### src/rtl/dsoc_pkg.sv
package dsoc_pkg;
   // ----------------------------------------
   // register map (byte addresses)
   // ----------------------------------------
   localparam logic [7:0] DSOC_CTRL_OFFS = 8'h00;
   localparam logic [7:0] DSOC_STAT_OFFS = 8'h04;
   localparam logic [7:0] DSOC_DATA_OFFS = 8'h08;
   localparam logic [7:0] DSOC_LOCKCNT_OFFS = 8'h0C;
   // ----------------------------------------
   // control fields
   // ----------------------------------------
   localparam int DSOC_CTRL_PWR_BIT = 0;
   localparam int DSOC_CTRL_OEN_BIT = 1;
   localparam int DSOC_CTRL_EDGE_BIT = 2;
   localparam logic [2:0] DSOC_CTRL_RST = 3'h0;
   // ----------------------------------------
   // status fields
   // ----------------------------------------
   localparam int DSOC_STAT_LOCKN_BIT = 0;
   localparam int DSOC_STAT_EMPTY_BIT = 1;
   localparam int DSOC_STAT_FULL_BIT = 2;
   localparam int DSOC_STAT_OVF_BIT = 3;
   // ----------------------------------------
   // widths and timing
   // ----------------------------------------
   localparam int DSOC_WORD_W = 10;
   localparam int DSOC_FRAME_BITS = 12;
   localparam int DSOC_FIFO_DEPTH = 8;
   localparam int DSOC_LOCK_FRAMES = 4;
   localparam int DSOC_CLK_NS = 50;
   typedef enum logic [2:0] {
      DSOC_ST_SLEEP = 3'b001,
      DSOC_ST_ACQ = 3'b010,
      DSOC_ST_LOCK = 3'b100
   } dsoc_state_t;
endpackage

### src/rtl/dsoc_fifo.sv
`timescale 1ns/1ps
`default_nettype none
module dsoc_fifo #(
   parameter int WIDTH = 10,
   parameter int DEPTH = 8
) (
   input wire logic clk_in,
   input wire logic rst_n_in,
   input wire logic flush_in,
   input wire logic in_valid_in,
   output logic in_ready_out,
   input wire logic [WIDTH-1:0] in_data_in,
   output logic out_valid_out,
   input wire logic out_ready_in,
   output logic [WIDTH-1:0] out_data_out
);
   localparam int AW = $clog2(DEPTH);
   // ----------------------------------------
   // state
   // ----------------------------------------
   typedef struct packed {
      logic [DEPTH-1:0][WIDTH-1:0] mem;
      logic [AW-1:0] wp;
      logic [AW-1:0] rp;
      logic [AW:0] cnt;
   } dsoc_fifo_st_t;
   dsoc_fifo_st_t s_r;
   dsoc_fifo_st_t s_nxt;
   logic push;
   logic pop;
   if (DEPTH < 2 || (1 << AW) != DEPTH) begin : g_bad_depth
      $error("depth must be a power of two");
   end
   assign in_ready_out = (s_r.cnt != (AW+1)'(DEPTH));
   assign out_valid_out = (s_r.cnt != '0);
   assign out_data_out = s_r.mem[s_r.rp];
   assign push = in_valid_in && in_ready_out;
   assign pop = out_valid_out && out_ready_in;
   always_comb begin
      s_nxt = s_r;
      if (push) begin
         s_nxt.mem[s_r.wp] = in_data_in;
         s_nxt.wp = s_r.wp + 1'b1;
      end
      if (pop) begin
         s_nxt.rp = s_r.rp + 1'b1;
      end
      s_nxt.cnt = s_r.cnt + (AW+1)'(push) - (AW+1)'(pop);
      if (flush_in) begin
         s_nxt.wp = '0;
         s_nxt.rp = '0;
         s_nxt.cnt = '0;
      end
   end
   always_ff @(posedge clk_in) begin
      if (!rst_n_in) begin
         s_r <= '0;
      end else begin
         s_r <= s_nxt;
      end
   end
endmodule
`default_nettype wire

### src/rtl/dsoc_top.sv
// The implementer's own choices: the APB interface to the registers and the register addresses.
`timescale 1ns/1ps
`default_nettype none
module dsoc_top
   import dsoc_pkg::*;
#(
   parameter int WORD_W = dsoc_pkg::DSOC_WORD_W,
   parameter int FIFO_DEPTH = dsoc_pkg::DSOC_FIFO_DEPTH,
   parameter int LOCK_FRAMES = dsoc_pkg::DSOC_LOCK_FRAMES
) (
   input wire logic clk_in,
   input wire logic rst_n_in,
   input wire logic serial_input_pos_in,
   input wire logic serial_input_neg_in,
   input wire logic psel_in,
   input wire logic penable_in,
   input wire logic pwrite_in,
   input wire logic [7:0] paddr_in,
   input wire logic [31:0] pwdata_in,
   output logic [31:0] prdata_out,
   output logic pready_out,
   output logic pslverr_out,
   output logic [WORD_W-1:0] recovered_data_out,
   output logic [WORD_W-1:0] recovered_data_oe_n_out,
   output logic recovered_clock_out,
   output logic recovered_clock_oe_n_out,
   output logic lock_n_out,
   output logic lock_n_oe_n_out
);
   import dsoc_pkg::*;
   localparam int FB = DSOC_FRAME_BITS;
   if (WORD_W != FB - 2) begin : g_bad_width
      $error("word width must be frame bits minus two");
   end
   if (LOCK_FRAMES < 1 || LOCK_FRAMES > 15) begin : g_bad_lock
      $error("lock frames out of range");
   end
   // ----------------------------------------
   // state
   // ----------------------------------------
   typedef struct packed {
      logic [1:0] sync1;
      logic [1:0] sync2;
      dsoc_state_t st;
      logic [FB-1:0] shreg;
      logic [3:0] bitcnt;
      logic [3:0] good;
      logic [WORD_W-1:0] dout;
      logic rclk;
      logic power_n;
      logic out_en;
      logic edge_sel;
      logic ovf;
      logic [15:0] lock_cnt;
      logic [31:0] prdata;
   } dsoc_st_t;
   dsoc_st_t s_r;
   dsoc_st_t s_nxt;
   logic ser_bit;
   logic ser_valid;
   logic fifo_in_ready;
   logic fifo_out_valid;
   logic [WORD_W-1:0] fifo_out_data;
   logic fifo_pop;
   logic fifo_push;
   logic [WORD_W-1:0] frame_word;
   logic frame_ok;
   logic locked;
   logic drive_ok;
   logic acc;
   logic rd_fire;
   logic strobe_edge;
   logic flush;
   logic [FB-1:0] frame_next;
   logic wr_fire;
   logic wait_r;
   logic wait_nxt;
   // ----------------------------------------
   // helpers
   // ----------------------------------------
   function automatic logic hit(input logic [7:0] a, input logic [7:0] o);
      return a == o;
   endfunction
   // serial line arrives as a differential pair, each leg synchronised
   assign ser_bit = s_r.sync2[0] & ~s_r.sync2[1];
   assign ser_valid = s_r.sync2[0] ^ s_r.sync2[1];
   // frame: start bit 1, ten data bits, stop bit 0 gives the embedded clock edge
   // judge the frame with the bit arriving now, else the check lags one bit
   assign frame_next = {s_r.shreg[FB-2:0], ser_bit};
   assign frame_ok = frame_next[FB-1] && !frame_next[0];
   assign frame_word = frame_next[FB-2:1];
   assign locked = (s_r.st == DSOC_ST_LOCK);
   // data path only opens when powered, enabled and locked
   assign drive_ok = s_r.power_n && s_r.out_en && locked;
   // rclk toggles every cycle, so one full period spans two clocks
   assign strobe_edge = s_r.edge_sel ? !s_r.rclk : s_r.rclk;
   assign fifo_pop = drive_ok && strobe_edge && fifo_out_valid;
   assign fifo_push = locked && ser_valid && frame_ok && s_r.bitcnt == 4'(FB - 1);
   assign flush = !locked;
   assign acc = psel_in && penable_in;
   assign rd_fire = acc && !pwrite_in;
   // a write lands only at the edge where pready is seen high
   assign wr_fire = acc && wait_r && pwrite_in;
   // ----------------------------------------
   // data buffer
   // ----------------------------------------
   // a full buffer drops words and flags overflow: the line cannot be stalled
   dsoc_fifo #(
      .WIDTH(WORD_W),
      .DEPTH(FIFO_DEPTH)
   ) u_fifo (
      .clk_in(clk_in),
      .rst_n_in(rst_n_in),
      .flush_in(flush),
      .in_valid_in(fifo_push),
      .in_ready_out(fifo_in_ready),
      .in_data_in(frame_word),
      .out_valid_out(fifo_out_valid),
      .out_ready_in(fifo_pop),
      .out_data_out(fifo_out_data)
   );
   // ----------------------------------------
   // next state
   // ----------------------------------------
   always_comb begin
      s_nxt = s_r;
      s_nxt.sync1 = {serial_input_neg_in, serial_input_pos_in};
      s_nxt.sync2 = s_r.sync1;
      if (ser_valid) begin
         s_nxt.shreg = frame_next;
         s_nxt.bitcnt = (s_r.bitcnt == 4'(FB - 1)) ? 4'h0 : s_r.bitcnt + 4'h1;
      end
      unique case (s_r.st)
         DSOC_ST_SLEEP: begin
            s_nxt.good = 4'h0;
            if (s_r.power_n) begin
               s_nxt.st = DSOC_ST_ACQ;
            end
         end
         DSOC_ST_ACQ: begin
            // hunt: slide the frame boundary until start and stop line up
            if (ser_valid && s_r.bitcnt == 4'(FB - 1)) begin
               if (frame_ok) begin
                  s_nxt.good = s_r.good + 4'h1;
                  if (s_r.good == 4'(LOCK_FRAMES - 1)) begin
                     s_nxt.st = DSOC_ST_LOCK;
                     s_nxt.lock_cnt = s_r.lock_cnt + 16'h0001;
                  end
               end else begin
                  s_nxt.good = 4'h0;
                  // stay at the boundary count so the next bit is judged again
                  s_nxt.bitcnt = 4'(FB - 1);
               end
            end
         end
         DSOC_ST_LOCK: begin
            // one bad frame drops lock; resync starts from scratch
            if (ser_valid && s_r.bitcnt == 4'(FB - 1) && !frame_ok) begin
               s_nxt.st = DSOC_ST_ACQ;
               s_nxt.good = 4'h0;
               s_nxt.bitcnt = 4'h0;
            end
         end
         default: s_nxt.st = DSOC_ST_SLEEP;
      endcase
      if (!s_r.power_n) begin
         s_nxt.st = DSOC_ST_SLEEP;
      end
      if (fifo_push && !fifo_in_ready) begin
         s_nxt.ovf = 1'b1;
      end
      if (fifo_pop) begin
         s_nxt.dout = fifo_out_data;
      end
      if (wr_fire) begin
         if (hit(paddr_in, DSOC_CTRL_OFFS)) begin
            s_nxt.power_n = pwdata_in[DSOC_CTRL_PWR_BIT];
            s_nxt.out_en = pwdata_in[DSOC_CTRL_OEN_BIT];
            s_nxt.edge_sel = pwdata_in[DSOC_CTRL_EDGE_BIT];
         end
         // set wins over clear
         if (hit(paddr_in, DSOC_STAT_OFFS) && pwdata_in[DSOC_STAT_OVF_BIT] &&
             !(fifo_push && !fifo_in_ready)) begin
            s_nxt.ovf = 1'b0;
         end
      end
      // recovered clock toggles every cycle while driven; parked low as the pins float
      if (s_nxt.power_n && s_nxt.out_en && s_nxt.st == DSOC_ST_LOCK) begin
         s_nxt.rclk = !s_r.rclk;
      end else begin
         s_nxt.rclk = 1'b0;
      end
      s_nxt.prdata = 32'h0000_0000;
      if (rd_fire) begin
         if (hit(paddr_in, DSOC_CTRL_OFFS)) begin
            s_nxt.prdata[DSOC_CTRL_PWR_BIT] = s_r.power_n;
            s_nxt.prdata[DSOC_CTRL_OEN_BIT] = s_r.out_en;
            s_nxt.prdata[DSOC_CTRL_EDGE_BIT] = s_r.edge_sel;
         end else if (hit(paddr_in, DSOC_STAT_OFFS)) begin
            s_nxt.prdata[DSOC_STAT_LOCKN_BIT] = !locked;
            s_nxt.prdata[DSOC_STAT_EMPTY_BIT] = !fifo_out_valid;
            s_nxt.prdata[DSOC_STAT_FULL_BIT] = !fifo_in_ready;
            s_nxt.prdata[DSOC_STAT_OVF_BIT] = s_r.ovf;
         end else if (hit(paddr_in, DSOC_DATA_OFFS)) begin
            s_nxt.prdata[WORD_W-1:0] = s_r.dout;
         end else if (hit(paddr_in, DSOC_LOCKCNT_OFFS)) begin
            s_nxt.prdata[15:0] = s_r.lock_cnt;
         end
      end
   end
   // ----------------------------------------
   // registers
   // ----------------------------------------
   always_ff @(posedge clk_in) begin
      if (!rst_n_in) begin
         s_r <= '0;
         s_r.st <= DSOC_ST_SLEEP;
      end else begin
         s_r <= s_nxt;
      end
   end
   // ----------------------------------------
   // apb answer
   // ----------------------------------------
   // one wait state: read data is registered at the first access cycle
   assign wait_nxt = acc && !wait_r;
   always_ff @(posedge clk_in) begin
      if (!rst_n_in) begin
         wait_r <= 1'b0;
      end else begin
         wait_r <= wait_nxt;
      end
   end
   assign pready_out = acc && wait_r;
   assign pslverr_out = pready_out && !(hit(paddr_in, DSOC_CTRL_OFFS) ||
      hit(paddr_in, DSOC_STAT_OFFS) || hit(paddr_in, DSOC_DATA_OFFS) ||
      hit(paddr_in, DSOC_LOCKCNT_OFFS));
   assign prdata_out = s_r.prdata;
   // ----------------------------------------
   // pins
   // ----------------------------------------
   assign recovered_data_out = s_r.dout;
   assign recovered_data_oe_n_out = {WORD_W{!drive_ok}};
   assign recovered_clock_out = s_r.rclk;
   assign recovered_clock_oe_n_out = !drive_ok;
   assign lock_n_out = !locked;
   assign lock_n_oe_n_out = !s_r.power_n;
endmodule
`default_nettype wire

### config.mk
export PLATFORM = sky130hd
export DESIGN_NAME = dsoc_top
export DESIGN_NICKNAME = d
export VERILOG_FILES = /design/src/rtl/dsoc_pkg.sv /design/src/rtl/dsoc_fifo.sv /design/src/rtl/dsoc_top.sv
export SDC_FILE = /design/constraint.sdc
export NUM_CORES = 1
export LEC_CHECK = 0
export BUFFER_PORTS_ARGS = -buffer_cell sky130_fd_sc_hd__buf_4
export CORE_MARGIN = 2
export CORE_UTILIZATION = 47
export CTS_CLUSTER_SIZE = 40
export DETAILED_ROUTE_END_ITERATION = 10
export PLACE_DENSITY = 0.71
export SLEW_MARGIN = 30
export SYNTH_ARGS = -nofsm -noshare
export SYNTH_HDL_FRONTEND = slang
export SYNTH_SLANG_ARGS = --single-unit
### constraint.sdc
create_clock -name clk_in -period 3.86 [get_ports clk_in]
set_input_delay 0.772 -clock clk_in [delete_from_list [all_inputs] [get_ports clk_in]]
set_output_delay 0.772 -clock clk_in [all_outputs]
set_load 0.02 [all_outputs]
Yosys cells after proc, flatten, opt, wreduce, memory -nomap -nowiden
Cells that the tools add are included.

word-level totals
  bits in registers = 180
  latch bits = 0
  RAM bits = 0
  ROM bits = 0
  input bits = 47
  output and inout port bits = 58
  word-level logic and storage cells = 137
  memories = 0

cells by class
  $add $sub $neg = 7
  multiply operators = 0
  div/mod/pow operators = 0
  order comparisons = 3
  equality and inequality tests = 12
  shifts and indexed selects = 0
  muxes and demuxes = 28
  bitwise operators = 6
  reduce and logical (&&, ||, !) cells = 51

operator list
  cell                     count
  $bwmux W80               1
  $bmux W10 S3             1
  $demux W10 S3            1
  $mux W10                 3
  $logic_and A1 B1 Y1      24
  $mux W4                  6
  $mux W3                  7
  $add A16 B1 Y16 const B  1
  $eq A8 B4 Y1 const B     2
  $mux W16                 1
  $mux W8                  2
  $logic_not A1 Y1         12
  $pmux W4 S3              1
  $pmux W3 S3              1
  $add A4 B1 Y4 const B    2
  $eq A8 B3 Y1 const B     1
  $logic_not A8 Y1         1
  $lt A3 B4 Y1 const B     2
  $pmux W4 S2              1
  $reduce_and A2 Y1        4
  $add A3 B1 Y3 const B    2
  $eq A3 B3 Y1 const B     2
  $reduce_or A6 Y1         1
  $add A4 B1 Y4            1
  20 further kinds         27

Logic depth before layout (Yosys ltp)
  depth after elaboration = 14
  gate-level depth with buffers = 12
  depth with buffers taken out = 11

Modules after synthesis
Synthesis repeated with hierarchy kept, for this count alone.

unflattened totals
  cell total of the unflattened synthesis = 781
  area, all modules = 7644.8 µm²

modules (own cells, without submodules)
  module     times used  cells each  area each (µm²)  seq. area each (µm²)
  dsoc_fifo  1           380         4062.6           1801.7
  dsoc_top   1           401         3582.2           1481.4

Least setup slack after synthesis
No wires, ideal clock.

  path kind = reg2reg
  start = reg s_r[84] (netlist name)
  end = reg u_fifo.s_r[2] (netlist name)
  arrival = 2.728 ns
  slack = 1.005 ns
  stages on the path, launching flop included = 13
  period minus slack after synthesis = 2.855 ns
  path through = dfxtp_1 > clkbuf_1 > nor3b_2 > inv_2 > nor4_4 > clkbuf_1 > ha_1 > inv_1 > ha_1 > inv_1 > fa_1 > xor2_1 > nor2_1

RTL lines
  item                              line             RTL
  start, declared                   dsoc_top.sv:57   dsoc_st_t s_r;
  start signal, assigned            dsoc_top.sv:219  s_r <= s_nxt;
  $eq A3 B3 Y1                      dsoc_top.sv:92   assign locked = (s_r.st == DSOC_ST_LOCK);
  $logic_and A1 B1 Y1               dsoc_top.sv:94   assign drive_ok = s_r.power_n && s_r.out_en && locked;
  $logic_and A1 B1 Y1 (2 in a row)  dsoc_top.sv:97   assign fifo_pop = drive_ok && strobe_edge && fifo_out_valid;
  net fifo_pop                      dsoc_top.sv:64   logic fifo_pop;
  $logic_and A1 B1 Y1               dsoc_fifo.sv:38  assign pop = out_valid_out && out_ready_in;
  $sub A4 B1 Y4                     dsoc_fifo.sv:48  s_nxt.cnt = s_r.cnt + (AW+1)'(push) - (AW+1)'(pop);
  end signal, assigned              dsoc_fifo.sv:59  s_r <= s_nxt;
  end, declared                     dsoc_fifo.sv:27  dsoc_fifo_st_t s_r;

The timed path passes the listed nets, and every way through them passes these cells.
A chain may end at the register's enable or synchronous reset.

Final worst setup path
  start = reg s_r[87] (netlist name)
  end = reg s_r[43] (netlist name)

on the way
  cells in the longest elaborated chain, start to end = 5

ends and longest elaborated chain
  item                                  line            RTL
  $not A1 Y1                            dsoc_top.sv:85  assign ser_bit = s_r.sync2[0] & ~s_r.sync2[1];
  $and A1 B1 Y1                         dsoc_top.sv:85
  $logic_not A1 Y1                      dsoc_top.sv:90  assign frame_ok = frame_next[FB-1] && !frame_next[0];
  $logic_and A1 B1 Y1                   dsoc_top.sv:90
  $reduce_and A4 Y1 (no source line) *  n/a

Mark *: on every way between the ends. The rest lies on a longest branch, timed or not.

==> results.ini <==
[floorplanning]
io-pin-count = 105
die_w_um = 131
die-area_sq_mm = 0.0172
fp.dieH_um = 131
num_rows = 46
initial_core_util = 0.480
core_area_sq_mm = 0.0158

[layout]
nets = 854
n_antenna_cell = 0
final_layout_size_suffix_gt1_frac = 0.166
area_growth_pct = 11.0

[pwr]
internal_power_mw = 2.64
clock_power_share = 0.471
pwr-share-comb = 0.027
ir_drop_mv = 0.340
seqPwrFrac = 0.502
netSwitchingFraction = 0.221
total_power_mw = 3.39
power_leakage_nw = 3.13
p_sw_mw = 0.747
power_density_mw_per_mm2 = 402

[synth]
synth_ff_type = dfxtp_1
synth_cell_types = 66
yosysTopAreaCell = dfxtp_1
syn_area_per_cell_sq_um = 9.65
syn-instance-count = 787
synth_area_sq_mm = 0.00759
synth-edff-count = 0
synth.most_common_cell = dfxtp_1
yosysSeqAreaShare = 0.432
synth-seq-cells = 164
synthTopCellsByCount = dfxtp_1, nand2_1, mux2i_1, buf_4, nor2_1
synthArstFlopShare = 0
synth_top_area_frac = 0.432
synth.area.top_cells = dfxtp_1, mux2i_1, nand2_1, mux4_2, buf_4
yosys_warnings = 0

[detailed_routing]
drc = 0
routed_wl_um = 15900
vias = 5420
wl_per_cell_um = 15.5
drt_first_pass_iters = 4
drt_iter0_markers = 341
via_per_inst = 5.30
antenna_left = 0

[clock_network]
cts_max_level = 4
clk_path_buf_depth = 2
cts_buffers = 17
cts_resized = 0
clock_latency_ns = 0.43
cts.sinks = 164
cts_setup_buffers = 0
cts_root_buf = clkbuf_16
cts_tree = yes
path_clk_slew_ns = 0.06
cts_hold_buf = 0

[timing]
fmax_ghz = 0.350
report.final.setup_viol = 0
skew_ns = 0.0109
min_period_ns = 2.86
rsz0062_at_grt = no
tightest_slew_ns = 0.829
period_share = 0.741
hold_ws_ns = 0.410
finalSetupTns_ns = 0
slew_headroom = 0.448
final-hold-violation-count = 0
drv_slew = 0

[worst_setup_path]
end_kind = flop
worstPathMaxFanout = 31
worstPathArrival_ns = 3.22
required_ns = 4.22
start_kind = flop
critPathKind = flop to flop

[outcome]
outcome = completed

[run]
drv_cap = 0

[place]
routabilityCongestion = 0.830
hpwl_um = 10900
io_buffers = 60

[global_route]
grt_usage = 0.192
grt_pass1_vias = 4961
globalRoute.totalOverflow = 0
antenna_found_initial = 0
grt_pass1_wl_um = 25200
grt_start_max_net_pins = 114

[hold_path]
hold_path.class = flop to flop

==> critical path, cell delays in order, from the launching register on <==
cell and delay [ns]:
dfxtp_1 0.30, inv_1 0.04, ha_1 0.60, nand4bb_1 0.39
or4_4 0.75, or4_1 0.55, a21oi_1 0.16
==> final timing paths <==
path,slack [ns],cells after the start,end,start
max,1.0,6,s_r[43]$_SDFFE_PN0P_,s_r[87]$_SDFF_PN0_
max reg2reg,1.0,6,s_r[43]$_SDFFE_PN0P_,s_r[87]$_SDFF_PN0_
min reg2reg,0.41,1,wait_r$_SDFF_PN0_,wait_r$_SDFF_PN0_
min,0.41,1,wait_r$_SDFF_PN0_,wait_r$_SDFF_PN0_
==> metrics by stage <==
stage	utilization	cell area [sq um]	worst slack, ns	std cells
global placement	0.498	7880	1.02	991
floorplan	-	7650	1.00	802
CTS	0.533	8430	0.989	1023
global route	0.533	8430	0.768	1023
finish	0.533	8430	0.999	1023
detailed placement	0.498	7880	0.995	991
==> final cells by class <==
| class | instances | area, sq um |
|---|---|---|
| clock buffers | 23 | 458 |
| clock inverters | 9 | 96.3 |
| fillers | 1400 | 7400 |
| inverters | 18 | 67.6 |
| multi-input cells | 525 | 3730 |
| flip-flops and latches | 164 | 3280 |
| well taps | 216 | 270 |
| repair buffers | 68 | 523 |
==> cells by family (layout without fill, tap and decap cells) <==
logic type | Yosys count | count (layout) | synth area share
AOI/OAI and AO/OA | 85 | 85 | 0.0682
muxes | 124 | 124 | 0.197
xor gates and xnor gates | 8 | 8 | 0.00923
and+or+nand+nor | 279 | 279 | 0.187
other | 1 | 16 | 0.000494
DFF | 164 | 164 | 0.432
adders and majority gates | 13 | 13 | 0.0224
buffers and inverters | 113 | 118 | 0.0836
==> routing by layer <==
metal / share of wire / track usage / vias up
li1: - / - / 2732
met1: 0.46 / 0.248 / 2529
met2: 0.47 / 0.310 / 127
met3: 0.051 / 0.0430 / 32
met4: 0.023 / 0.0820 / 0
met5: 0 / 0 / -
==> state kept, by name, indices dropped and copies added (netlist names) <==
signal / cells
frame_next: 11
prdata_out: 16
recovered_clock_out: 1
recovered_data_out: 10
s_nxt: 2
s_r: 33
u_fifo.s_r: 90
wait_r: 1
==> power groups by stage <==
stage	registers, mW	clock network (mW)	logic (mW)
6_report	1.70	1.60	0.0927
5_1_grt	1.70	1.69	0.102
4_1_cts	1.70	1.62	0.0930
3_5_place_dp	1.74	0	0.0926
3_3_place_gp	1.74	0	0.0933
2_1_floorplan	1.74	0	0.0756
==> cells in the final DEF (no fill, tap or decap), types with 17 or more instances in the layout <==
| master | Yosys | routed |
|---|---|---|
| a21oi_1 | 22 | 22 |
| buf_4 | 52 | 67 |
| clkbuf_16 | 0 | 17 |
| dfxtp_1 | 164 | 163 |
| mux2i_1 | 103 | 103 |
| mux4_2 | 20 | 20 |
| nand2_1 | 130 | 130 |
| nand3_1 | 17 | 17 |
| nor2_1 | 40 | 40 |
| o21ai_1 | 17 | 17 |
Power figures use the tool's default switching activity.
